$ cat config.mk
export PLATFORM = sky130hd
export DESIGN_NAME = tlps_top
export DESIGN_NICKNAME = d
export VERILOG_FILES = /design/src/inc/tlps_pkg.sv /design/src/verilog/tlps_fifo.sv /design/src/verilog/tlps_top.sv
export SDC_FILE = /design/constraint.sdc
export NUM_CORES = 1
export LEC_CHECK = 0
export ABC_AREA = 0
export CAP_MARGIN = 25
export CELL_PAD_IN_SITES_DETAIL_PLACEMENT = 1
export CELL_PAD_IN_SITES_GLOBAL_PLACEMENT = 2
export CORE_ASPECT_RATIO = 1.4
export CORE_MARGIN = 5
export CORE_UTILIZATION = 42
export CTS_CLUSTER_SIZE = 12
export DETAILED_ROUTE_END_ITERATION = 6
export DONT_BUFFER_PORTS = 1
export HOLD_SLACK_MARGIN = 0.05
export PLACE_DENSITY_LB_ADDON = 0.1
export SKIP_CTS_REPAIR_TIMING = 1
export SYNTH_ARGS = -nofsm -noshare
export SYNTH_HDL_FRONTEND = slang
export SYNTH_HIERARCHICAL = 1
export SYNTH_SLANG_ARGS = --single-unit
export TNS_END_PERCENT = 50
$ cat constraint.sdc
create_clock -name aclk -period 9 [get_ports aclk]
set_input_delay 1.8 -clock aclk [delete_from_list [all_inputs] [get_ports aclk]]
set_output_delay 1.8 -clock aclk [all_outputs]
set_load 0.01 [all_outputs]
$ cat src/inc/tlps_pkg.sv
// Package of constants for the tributary line port sampling block.
`default_nettype none
package tlps_pkg;
   // Register byte offsets on the AXI4-Lite slave.
   localparam logic [7:0] TLPS_REG_MODE = 8'h00;
   localparam logic [7:0] TLPS_REG_IN_EDGE = 8'h04;
   localparam logic [7:0] TLPS_REG_OUT_EDGE = 8'h08;
   localparam logic [7:0] TLPS_REG_STATUS = 8'h0C;
   localparam logic [7:0] TLPS_REG_TX_WORD = 8'h10;
   localparam logic [7:0] TLPS_REG_RX_WORD = 8'h14;
   localparam logic [7:0] TLPS_REG_LINE_PRI = 8'h18;
   localparam logic [7:0] TLPS_REG_LINE_RED = 8'h1C;
   // Reset values of the configuration registers.
   localparam logic [31:0] TLPS_RST_CFG = 32'h0000_0000;
   // Field positions in the TX word register.
   localparam int TLPS_CH_LSB = 8;
   localparam int TLPS_NEG_BIT = 1;
   localparam int TLPS_DATA_BIT = 0;
   // AXI responses.
   localparam logic [1:0] TLPS_RESP_OKAY = 2'h0;
   localparam logic [1:0] TLPS_RESP_SLVERR = 2'h2;
   // Channel operating modes.
   typedef enum logic [0:0]
   {
      TLPS_MODE_DS3E3 = 1'b0,
      TLPS_MODE_STS1 = 1'b1
   } tlps_mode_t;
endpackage : tlps_pkg
`default_nettype wire

$ cat src/verilog/tlps_fifo.sv
// Small flip-flop FIFO with valid and ready on both sides.
`default_nettype none
module tlps_fifo
   import tlps_pkg::*;
#(
   parameter int WIDTH = 4,
   parameter int DEPTH = 4
)
(
   // Clock and control.
   input wire logic aclk,
   input wire logic aresetn,
   input wire logic ce,
   // Fill side.
   input wire logic in_valid,
   output logic in_ready,
   input wire logic [WIDTH-1:0] in_data,
   // Drain side.
   output logic out_valid,
   input wire logic out_ready,
   output logic [WIDTH-1:0] out_data
);
   localparam int AW = $clog2(DEPTH);
   logic [WIDTH-1:0] mem_ff [DEPTH];
   logic [AW-1:0] wr_ff;
   logic [AW-1:0] rd_ff;
   logic [AW:0] cnt_ff;
   wire push = in_valid && in_ready && ce;
   wire pop = out_valid && out_ready && ce;

   // Full and empty come straight from the fill count.
   assign in_ready = (cnt_ff != (AW+1)'(DEPTH));
   assign out_valid = (cnt_ff != '0);
   assign out_data = mem_ff[rd_ff];

   // Pointer and count update.
   always_ff @(posedge aclk)
   begin
      if (!aresetn)
      begin
         wr_ff <= '0;
         rd_ff <= '0;
         cnt_ff <= '0;
      end
      else
      begin
         if (push)
         begin
            mem_ff[wr_ff] <= in_data;
            wr_ff <= (wr_ff == AW'(DEPTH-1)) ? '0 : wr_ff + 1'b1;
         end
         if (pop)
            rd_ff <= (rd_ff == AW'(DEPTH-1)) ? '0 : rd_ff + 1'b1;
         if (push && !pop)
            cnt_ff <= cnt_ff + 1'b1;
         else if (pop && !push)
            cnt_ff <= cnt_ff - 1'b1;
      end
   end
endmodule // tlps_fifo
`default_nettype wire

$ cat src/verilog/tlps_top.sv
// Tributary and high-speed line port sampling block with AXI4-Lite registers.
// How it works
// - Each high-speed receive line port captures its data on every rising edge of its forwarded line clock while ce is high.
// - A primary and a redundant line port exist and both capture data in the same way.
// - In DS3/E3 mode a channel samples both the data and the negative rail on the configured clock edge.
// - In STS-1 mode a channel samples only the data input and ignores the negative rail.
// - In STS-1 mode the ingress data is sampled on the rising or falling ingress clock edge as configured.
// - In DS3/E3 mode egress data and negative rail change on the configured egress clock edge.
// - In STS-1 mode all egress data leaves on the data output and the negative rail stays low.
// - In STS-1 mode the egress data output changes on the configured egress clock edge.
`default_nettype none
module tlps_top
   import tlps_pkg::*;
#(
   parameter int NCH = 3,
   parameter int FIFO_DEPTH = 4
)
(
   // Clock, reset and enable.
   input wire logic aclk,
   input wire logic aresetn,
   input wire logic ce,
   // AXI4-Lite write address and data.
   input wire logic [7:0] s_axi_awaddr,
   input wire logic s_axi_awvalid,
   output logic s_axi_awready,
   input wire logic [31:0] s_axi_wdata,
   input wire logic [3:0] s_axi_wstrb,
   input wire logic s_axi_wvalid,
   output logic s_axi_wready,
   // AXI4-Lite write response.
   output logic [1:0] s_axi_bresp,
   output logic s_axi_bvalid,
   input wire logic s_axi_bready,
   // AXI4-Lite read.
   input wire logic [7:0] s_axi_araddr,
   input wire logic s_axi_arvalid,
   output logic s_axi_arready,
   output logic [31:0] s_axi_rdata,
   output logic [1:0] s_axi_rresp,
   output logic s_axi_rvalid,
   input wire logic s_axi_rready,
   // High-speed line ports, primary and redundant.
   input wire logic [1:0] line_rx_data_pos,
   input wire logic [1:0] line_rx_clock_pos,
   // Tributary ingress pins per channel.
   input wire logic [NCH-1:0] trib_ingress_data,
   input wire logic [NCH-1:0] trib_ingress_neg_rail,
   input wire logic [NCH-1:0] trib_ingress_clock,
   // Tributary egress pins per channel.
   input wire logic [NCH-1:0] trib_egress_clock,
   output logic [NCH-1:0] trib_egress_data,
   output logic [NCH-1:0] trib_egress_neg_rail
);

   // Per-channel configuration and sampled state.
   logic [NCH-1:0] mode_ff;
   logic [NCH-1:0] nxt_mode;
   logic [NCH-1:0] in_fall_ff;
   logic [NCH-1:0] out_fall_ff;
   logic [NCH-1:0] in_pos_ff;
   logic [NCH-1:0] in_neg_ff;
   logic [NCH-1:0] in_hit_ff;
   logic [NCH-1:0] out_data_ff;
   logic [NCH-1:0] out_neg_ff;
   logic [NCH-1:0] out_hit_ff;
   logic [31:0] line_pri_ff;
   logic [31:0] line_red_ff;

   // Two-stage synchronisers for every pin input.
   logic [NCH-1:0] id_s1, id_s2, in_s1, in_s2, ic_s1, ic_s2, ic_d;
   logic [NCH-1:0] oc_s1, oc_s2, oc_d;
   logic [1:0] ld_s1, ld_s2, lc_s1, lc_s2, lc_d;
   always_ff @(posedge aclk)
   begin
      if (!aresetn)
      begin
         {id_s1, id_s2, in_s1, in_s2, ic_s1, ic_s2, ic_d} <= '0;
         {oc_s1, oc_s2, oc_d, ld_s1, ld_s2, lc_s1, lc_s2, lc_d} <= '0;
      end
      else if (ce)
      begin
         {id_s1, in_s1, ic_s1, oc_s1} <= {trib_ingress_data, trib_ingress_neg_rail,
                                         trib_ingress_clock, trib_egress_clock};
         {id_s2, in_s2, ic_s2, oc_s2} <= {id_s1, in_s1, ic_s1, oc_s1};
         {ld_s1, lc_s1} <= {line_rx_data_pos, line_rx_clock_pos};
         {ld_s2, lc_s2} <= {ld_s1, lc_s1};
         ic_d <= ic_s2;
         oc_d <= oc_s2;
         lc_d <= lc_s2;
      end
   end

   // Edge detection and per-channel edge selection.
   wire [NCH-1:0] ic_rise = ic_s2 & ~ic_d;
   wire [NCH-1:0] ic_fall = ~ic_s2 & ic_d;
   wire [NCH-1:0] oc_rise = oc_s2 & ~oc_d;
   wire [NCH-1:0] oc_fall = ~oc_s2 & oc_d;
   wire [1:0] lc_rise = lc_s2 & ~lc_d;
   wire [NCH-1:0] in_strobe = (in_fall_ff & ic_fall) | (~in_fall_ff & ic_rise);
   wire [NCH-1:0] out_strobe = (out_fall_ff & oc_fall) | (~out_fall_ff & oc_rise);

   // FIFO between software egress words and the egress launch logic.
   logic tx_valid, tx_ready, ef_valid, ef_ready;
   logic [3:0] tx_word, ef_word;
   tlps_fifo #(.WIDTH(4), .DEPTH(FIFO_DEPTH)) u_fifo (
      .aclk(aclk),
      .aresetn(aresetn),
      .ce(ce),
      .in_valid(tx_valid),
      .in_ready(tx_ready),
      .in_data(tx_word),
      .out_valid(ef_valid),
      .out_ready(ef_ready),
      .out_data(ef_word)
   );
   wire [1:0] ef_ch = ef_word[3:2];
   wire ef_ch_ok = (ef_ch < 2'(NCH));
   // A word drains only when its channel's egress edge arrives; a bad channel drops.
   assign ef_ready = ef_valid && (!ef_ch_ok || out_strobe[ef_ch]);

   // Ingress sampling, egress launch and line capture.
   always_ff @(posedge aclk)
   begin
      if (!aresetn)
      begin
         {in_pos_ff, in_neg_ff, out_data_ff, out_neg_ff} <= '0;
         line_pri_ff <= TLPS_RST_CFG;
         line_red_ff <= TLPS_RST_CFG;
      end
      else if (ce)
      begin
         for (int c = 0; c < NCH; c++)
         begin
            if (nxt_mode[c] == TLPS_MODE_STS1)
            begin
               in_neg_ff[c] <= 1'b0;
               out_neg_ff[c] <= 1'b0;
            end
            if (in_strobe[c])
            begin
               in_pos_ff[c] <= id_s2[c];
               in_neg_ff[c] <= (nxt_mode[c] == TLPS_MODE_STS1) ? 1'b0 : in_s2[c];
            end
            if (ef_valid && ef_ready && ef_ch_ok && ef_ch == 2'(c))
            begin
               out_data_ff[c] <= ef_word[TLPS_DATA_BIT];
               out_neg_ff[c] <= (nxt_mode[c] == TLPS_MODE_STS1) ? 1'b0 : ef_word[TLPS_NEG_BIT];
            end
         end
         if (lc_rise[0])
            line_pri_ff <= {line_pri_ff[30:0], ld_s2[0]};
         if (lc_rise[1])
            line_red_ff <= {line_red_ff[30:0], ld_s2[1]};
      end
   end
   assign trib_egress_data = out_data_ff;
   assign trib_egress_neg_rail = out_neg_ff;

   // Sticky ingress and egress edge flags, set winning over a read clear.
   logic rd_status;
   always_ff @(posedge aclk)
   begin
      if (!aresetn)
      begin
         in_hit_ff <= '0;
         out_hit_ff <= '0;
      end
      else if (ce)
      begin
         in_hit_ff <= in_strobe | (rd_status ? '0 : in_hit_ff);
         out_hit_ff <= out_strobe | (rd_status ? '0 : out_hit_ff);
      end
   end

   // AXI4-Lite write path: address and data held until both are present.
   logic aw_ff, w_ff, bvalid_ff;
   logic [7:0] awaddr_ff;
   logic [31:0] wdata_ff;
   logic [3:0] wstrb_ff;
   wire wr_go = aw_ff && w_ff && !bvalid_ff;
   wire wr_tx = (awaddr_ff == TLPS_REG_TX_WORD);
   wire wr_known = (awaddr_ff == TLPS_REG_MODE) || (awaddr_ff == TLPS_REG_IN_EDGE) ||
                   (awaddr_ff == TLPS_REG_OUT_EDGE) || wr_tx;
   // A TX word write waits for FIFO room, stalling the response.
   wire wr_fire = wr_go && (!wr_tx || tx_ready);
   // Mode about to be stored, so a channel switched to STS-1 drops its rails in the same cycle.
   assign nxt_mode = (ce && wr_fire && wstrb_ff[0] && awaddr_ff == TLPS_REG_MODE) ?
                     wdata_ff[NCH-1:0] : mode_ff;
   assign tx_valid = wr_go && wr_tx && wstrb_ff[1] & wstrb_ff[0];
   assign tx_word = {wdata_ff[TLPS_CH_LSB+1:TLPS_CH_LSB], wdata_ff[TLPS_NEG_BIT], wdata_ff[TLPS_DATA_BIT]};
   assign s_axi_awready = ce && !aw_ff;
   assign s_axi_wready = ce && !w_ff;
   assign s_axi_bvalid = bvalid_ff;
   logic [1:0] bresp_ff;
   assign s_axi_bresp = bresp_ff;

   // Write channel state and configuration registers.
   always_ff @(posedge aclk)
   begin
      if (!aresetn)
      begin
         {aw_ff, w_ff, bvalid_ff} <= '0;
         awaddr_ff <= '0;
         wdata_ff <= '0;
         wstrb_ff <= '0;
         bresp_ff <= TLPS_RESP_OKAY;
         mode_ff <= NCH'(TLPS_RST_CFG);
         in_fall_ff <= NCH'(TLPS_RST_CFG);
         out_fall_ff <= NCH'(TLPS_RST_CFG);
      end
      else if (ce)
      begin
         if (s_axi_awvalid && s_axi_awready)
         begin
            aw_ff <= 1'b1;
            awaddr_ff <= {s_axi_awaddr[7:2], 2'h0};
         end
         if (s_axi_wvalid && s_axi_wready)
         begin
            w_ff <= 1'b1;
            wdata_ff <= s_axi_wdata;
            wstrb_ff <= s_axi_wstrb;
         end
         if (wr_fire)
         begin
            aw_ff <= 1'b0;
            w_ff <= 1'b0;
            bvalid_ff <= 1'b1;
            bresp_ff <= wr_known ? TLPS_RESP_OKAY : TLPS_RESP_SLVERR;
            if (wstrb_ff[0] && awaddr_ff == TLPS_REG_MODE)
               mode_ff <= wdata_ff[NCH-1:0];
            if (wstrb_ff[0] && awaddr_ff == TLPS_REG_IN_EDGE)
               in_fall_ff <= wdata_ff[NCH-1:0];
            if (wstrb_ff[0] && awaddr_ff == TLPS_REG_OUT_EDGE)
               out_fall_ff <= wdata_ff[NCH-1:0];
         end
         if (bvalid_ff && s_axi_bready)
            bvalid_ff <= 1'b0;
      end
   end

   // AXI4-Lite read path: one-cycle decode into registered data.
   logic rvalid_ff;
   logic [31:0] rdata_ff;
   logic [1:0] rresp_ff;
   assign s_axi_arready = ce && !rvalid_ff;
   assign s_axi_rvalid = rvalid_ff;
   assign s_axi_rdata = rdata_ff;
   assign s_axi_rresp = rresp_ff;
   wire rd_take = s_axi_arvalid && s_axi_arready;
   wire [7:0] ra = {s_axi_araddr[7:2], 2'h0};
   assign rd_status = rd_take && (ra == TLPS_REG_STATUS);
   // Sticky edge flags packed into the low status byte, ingress from bit 0 and egress from bit 4.
   wire [7:0] hit_bits = (8'(out_hit_ff) << 4) | 8'(in_hit_ff);
   logic [31:0] rd_mux;
   logic rd_ok;
   always_comb
   begin
      rd_mux = '0;
      rd_ok = 1'b1;
      case (ra)
         TLPS_REG_MODE: rd_mux[NCH-1:0] = mode_ff;
         TLPS_REG_IN_EDGE: rd_mux[NCH-1:0] = in_fall_ff;
         TLPS_REG_OUT_EDGE: rd_mux[NCH-1:0] = out_fall_ff;
         TLPS_REG_STATUS: rd_mux = {16'h0000, 1'b0, ef_valid, ~tx_ready, 5'h00, hit_bits};
         TLPS_REG_RX_WORD: rd_mux = {8'h00, 8'(in_neg_ff), 8'h00, 8'(in_pos_ff)};
         TLPS_REG_LINE_PRI: rd_mux = line_pri_ff;
         TLPS_REG_LINE_RED: rd_mux = line_red_ff;
         TLPS_REG_TX_WORD: rd_mux = '0;
         default: rd_ok = 1'b0;
      endcase
   end
   always_ff @(posedge aclk)
   begin
      if (!aresetn)
      begin
         rvalid_ff <= 1'b0;
         rdata_ff <= '0;
         rresp_ff <= TLPS_RESP_OKAY;
      end
      else if (ce)
      begin
         if (rd_take)
         begin
            rvalid_ff <= 1'b1;
            rdata_ff <= rd_mux;
            rresp_ff <= rd_ok ? TLPS_RESP_OKAY : TLPS_RESP_SLVERR;
         end
         else if (rvalid_ff && s_axi_rready)
            rvalid_ff <= 1'b0;
      end
   end
endmodule // tlps_top
`default_nettype wire

Word-level counts from Yosys, hierarchy flattened:

Memories as Yosys holds them, arrays and structs flattened. A register that Yosys moved wholly into a read port is not among the register bits.
Cells that the tools add are included.

* output and inout port bits: 47
* memories kept: 1
* bits in registers: 196
* memory bits (writable): 16

* equal/unequal tests: 15
* mux-type cells: 42
* magnitude comparators: 2
* add/subtract/negate cells: 4
* bitwise gates (word level): 23
* reductions and logical operators: 85

Memory list
* u_fifo.mem_ff: words 4, bits a word 4, rd ports 1, clocked after memory_dff 1, wr ports 1, RTL line tlps_fifo.sv:24 `logic [WIDTH-1:0] mem_ff [DEPTH];`

Operator list (number)
* $pmux W29 S4: 1
* $reduce_and A2 Y1: 22
* $logic_and A1 B1 Y1: 31
* $eq A6 B3 Y1 const B: 5
* $mux W1: 28
* $and A3 B3 Y3: 8
* $reduce_bool A2 Y1: 11
* $pmux W3 S7: 1
* $eq A6 B2 Y1 const B: 3
* $not A3 Y3: 6
* $logic_not A8 Y1: 2
* $mux W3: 5
* $eq A6 B1 Y1 const B: 2
* $mux W2: 6
* $or A3 B3 Y3: 4
* $reduce_and A3 Y1: 3
* $logic_not A1 Y1: 8
* $reduce_or A8 Y1: 1
* $or A7 B3 Y7: 1
* $eq A2 B2 Y1 const B: 3
* $logic_or A1 B1 Y1: 5
* $add A2 B1 Y2 const B: 2
* $add A3 B1 Y3 const B: 1
* $lt A2 B3 Y1 const B: 1
* other kinds (11): 11

Longest topological paths before layout:

* depth after elaboration: 13
* mapped depth: 12
* mapped depth without buffers: 11

Cells and area by module:

Netlist, hierarchy kept.

Modules (own cells, without submodules)
* tlps_top: times used 1, area an instance 7342.0 sq um, sequential area each 3643.5 sq um, cells an instance 833
* tlps_fifo: times used 1, area an instance 1057.3 sq um, sequential area each 660.6 sq um, cells an instance 70

Least setup slack after synthesis:

Ideal clock, no wire load.

* path kind: input -> output
* from: input port ce
* to: output port s_axi_arready
* stages on the path: 4
* arrival: 2.770 ns
* required time: 7.200 ns
* path slack: 4.430 ns
* path buffers: 3
* path through: buf_2 clkbuf_1 buf_1 nor2b_1

* word-level cells in the longest chain between the ends: 1

Ends and longest elaborated chain
* start: declaration: RTL line tlps_top.sv:22 `input wire logic ce,`
* $logic_and A1 B1 Y1: RTL line tlps_top.sv:247 `assign s_axi_arready = ce && !rvalid_ff;`
* end: declaration: RTL line tlps_top.sv:38 `output logic s_axi_arready,`

No other way between the ends.

Final worst setup path:

* from: input port ce
* to: output port s_axi_wready

* word-level cells in the longest chain between the ends: 1

Ends and longest elaborated chain
* $logic_and A1 B1 Y1: RTL line tlps_top.sv:193 `assign s_axi_wready = ce && !w_ff;`
* end: declaration: RTL line tlps_top.sv:30 `output logic s_axi_wready,`

No other way between the ends.

==> impl_results.md <==
* Status: completed
* Routed wire length at around 22000 um
* Initial antenna violation count at 0
* Layout cell share with drive strength beyond 1 at between 6 and 7%
* CP delay by family, top: simple AND/OR/NAND/NOR gates
* Min Hold Slack at around 0.46 ns
* GRT overflow at 0
* TNS Setup at 0 ns
* Area Growth Syn to Fin at 9.16%
* Startpoint Class: input pin
* Synth top area share at around 46%
* Seq cells post-synth at a little over 200
* Max Cap Violations at 0
* CTS Buffer Depth at 3
* GRT Overall Usage at a little under a fifth
* Synth Flop Type: dfxtp_1
* Reg2Reg Depth at 11
* WS Path Type: input pin to primary output
* Worst-path clk slew at 0.06 ns
* Crit path cell chain: nor2b_1
* Final min period at about 3.8 ns
* Syn. warnings at 6
* Placed wire-length estimate at approximately 15000 um
* Ys async rst share at 0%
* Core box area at around 20000 um2
* CTS Buf Count at 22
* Cell row count at a little over 60
* Final setup violation count at 0
* Worst Path Arrival at a little over 2 ns
* Seq/Total Area, Yosys at 51.2%
* Pint at between 1000 and 1500 uW
* Placer Congestion at just under 0.8
* Num ports at around 120
* HP Class: flip-flop to flip-flop
* Post-synth EDFFs at 16
* First-pass GRT wire length at 35100 um
* Fin. max-slew vios at 0
* P per Cell Area at 201 nW/um2
* FMAX at around 0.26 GHz
* Switch Pwr at roughly 400 uW
* Starting Density at between 40% and 50%
* DRC at 0
* Pleak at between 0.003 and 0.004 uW
* Setup crit start: ce
* Worst Setup End Kind: primary output
* WHS Path Cells at 2
* Synth cell types at 64
* Cell area after synthesis at about 8400 um2
* Reg2Reg Setup Slack at around 5.7 ns
* Post-route ant nets at 0
* Area leader, netlist: dfxtp_1
* WL/cell at around 20 um
* Full die area at ~23000 um2
* Clock latency on the worst-skew pair at around 0.50 ns
* Die X at ~130 um
* Detailed Routing Iterations Pass 1 at 4
* Clock skew at around 0.013 ns
* Critical Path Stages at 1
* # clock sinks at just over 200
* Crit path max-delay cell type: nor2b_1
* CP max FO at approximately 70
* Rel. slew slack at 33.0%
* Switching share of power at around 22%
* Root buf cell: clkbuf_16
* Largest cells by area after synthesis: dfxtp_1 (46%), mux2i_1 (8.5%), nand2_1 (8.0%), edfxtp_1 (5.7%), a21oi_1 (5.7%)
* CTS H-tree depth at 1
* Clk pwr share at a little under half
* Vias after detailed routing at 6341
* CTS tree: done
* Syn Area/Cell at between 9 and 10 um2
* Fin. Hold Viols at 0
* Reg power frac at 51.5%
* Slowest stage delay, CP at 0.23 ns
* Setup crit end: s_axi_wready
* Post-DR vias/cell at approximately 5.6
* Reg-to-reg endpoint: u_fifo/cnt_ff[2]
* Die Y at approximately 180 um
* RSZ-0062 raised after global routing: false
* Critical Path RT at roughly 7 ns
* Peak supply drop at between 150 and 200 uV
* Buffers on Ports at 0
* Vias in the first global route at 6662
* WP buf/inv at 0
* Syn Inst Count at between 900 and 1000
* # nets final at around 960
* Worst-Margin Slew at around 1.0 ns
* Initial DRC count at 241
* N_diodes at 0
* Largest net degree at the start of global routing at 98
* Comb pwr share at under 10%
* Final cycle utilization of the critical path at approximately 43%
sequential cells by signal, summed over array words and instances, names as in the netlist, 5 cells and up, named ones only:
register	cells
u_fifo/mem_ff	16
line_pri_ff	32
wdata_ff	5
awaddr_ff	6
line_red_ff	32
s_axi_rdata	32
placed cells by master (no fill, tap or decap), types with 6 or more instances in the layout:
| cell type | Yosys | final |
|---|---|---|
| inv_1 | 8 | 7 |
| a21oi_1 | 95 | 95 |
| nand3b_1 | 9 | 9 |
| and2_1 | 8 | 8 |
| mux2i_1 | 71 | 71 |
| clkbuf_1 | 46 | 9 |
| nor2b_1 | 8 | 8 |
| and3b_1 | 8 | 8 |
| edfxtp_1 | 16 | 16 |
| nand3_1 | 9 | 9 |
| clkbuf_16 | 0 | 23 |
| buf_4 | 4 | 8 |
| ha_1 | 6 | 6 |
| mux2_2 | 6 | 6 |
| nand4_1 | 9 | 9 |
| nand2_1 | 180 | 180 |
| nor2_1 | 79 | 79 |
| dfxtp_1 | 191 | 191 |
| o21ai_0 | 19 | 19 |
| a22oi_1 | 24 | 24 |
power groups by stage:
| stage | Clock, uW | Sequential, uW | Combinational (uW) |
|---|---|---|---|
| after global routing | 896 | 953 | 68.8 |
| after floorplan | 0 | 967 | 61.0 |
| after global placement | 0 | 971 | 60.5 |
| after CTS | 860 | 951 | 63.3 |
| after detailed placement | 0 | 972 | 63.0 |
| final | 833 | 951 | 61.9 |
logic make-up after synthesis:
| logic type | Yosys count | share of synthesized area [%] |
|---|---|---|
| and+or+nand+nor | 355 | 19.7 |
| DFF | 207 | 51.2 |
| AOI/OAI and AO/OA | 176 | 13.1 |
| muxes | 82 | 10.6 |
| buffers and inverters | 71 | 3.66 |
| adders and majority gates | 9 | 1.37 |
| xor gates and xnor gates | 2 | 0.209 |
| other | 1 | 0.0446 |
metrics by stage:
| stage | power (uW) | util [%] | std cells | area [um2] | setup slack [ns] |
|---|---|---|---|---|---|
| after detailed placement | 1030 | 43.1 | 1101 | 8520 | 5.16 |
| final | 1850 | 46.4 | 1136 | 9170 | 5.17 |
| after global placement | 1030 | 43.1 | 1101 | 8520 | 5.17 |
| after floorplan | 1030 | - | 904 | 8400 | 4.43 |
| after global routing | 1920 | 46.4 | 1136 | 9170 | 5.16 |
| after CTS | 1880 | 46.4 | 1136 | 9170 | 5.16 |
how the worst min path moves through the flow:
stage | from | end | slack [ns]
after detailed placement | in_hit_ff[0] | in_hit_ff[0] | 0.45
after global placement | in_hit_ff[0] | in_hit_ff[0] | 0.45
after global routing | in_hit_ff[2] | in_hit_ff[2] | 0.48
after CTS | in_hit_ff[0] | in_hit_ff[0] | 0.46
final | ld_s2[0] | line_pri_ff[0] | 0.46
after floorplan | ld_s2[0] | line_pri_ff[0] | 0.43
synth_stat cells, drive strengths merged, types with 2 or more instances:
cell type,instances
nand2b,4
a22oi,26
mux2,6
buf,17
clkbuf,46
inv,8
o2111ai,2
nand2,180
a21oi,95
nand4,9
o21ai,19
maj3,2
and2,8
or3,5
nor4,4
ha,6
a221oi,5
nand3b,9
nor3b,4
and3,5
mux4,5
a21boi,4
nor4bb,4
a41o,3
nor3,6
edfxtp,16
nand3,9
or3b,5
a41oi,5
and3b,8
nor2b,8
o31ai,5
nor2,79
dfxtp,191
nor4b,4
mux2i,71
metal layers:
metal / share of wire, % / track usage (%) / vias to the layer above
met5: 0 / 0 / -
met4: 2.1 / 4.98 / 0
met3: 4.7 / 3.82 / 31
met2: 55 / 36.7 / 106
met1: 38 / 20.7 / 3115
li1: - / - / 3089
final cells by class:
class / count / area, um2
Clock buffer: 34 / 637
Clock inverter: 1 / 11.3
Inverter: 8 / 32.5
Fill cell: 2257 / 10600
Tap cell: 252 / 315
Multi-Input combinational cell: 626 / 3810
Sequential cell: 207 / 4300
Timing Repair Buffer: 8 / 60.1
Note: power is estimated with default switching activity, not from simulation.
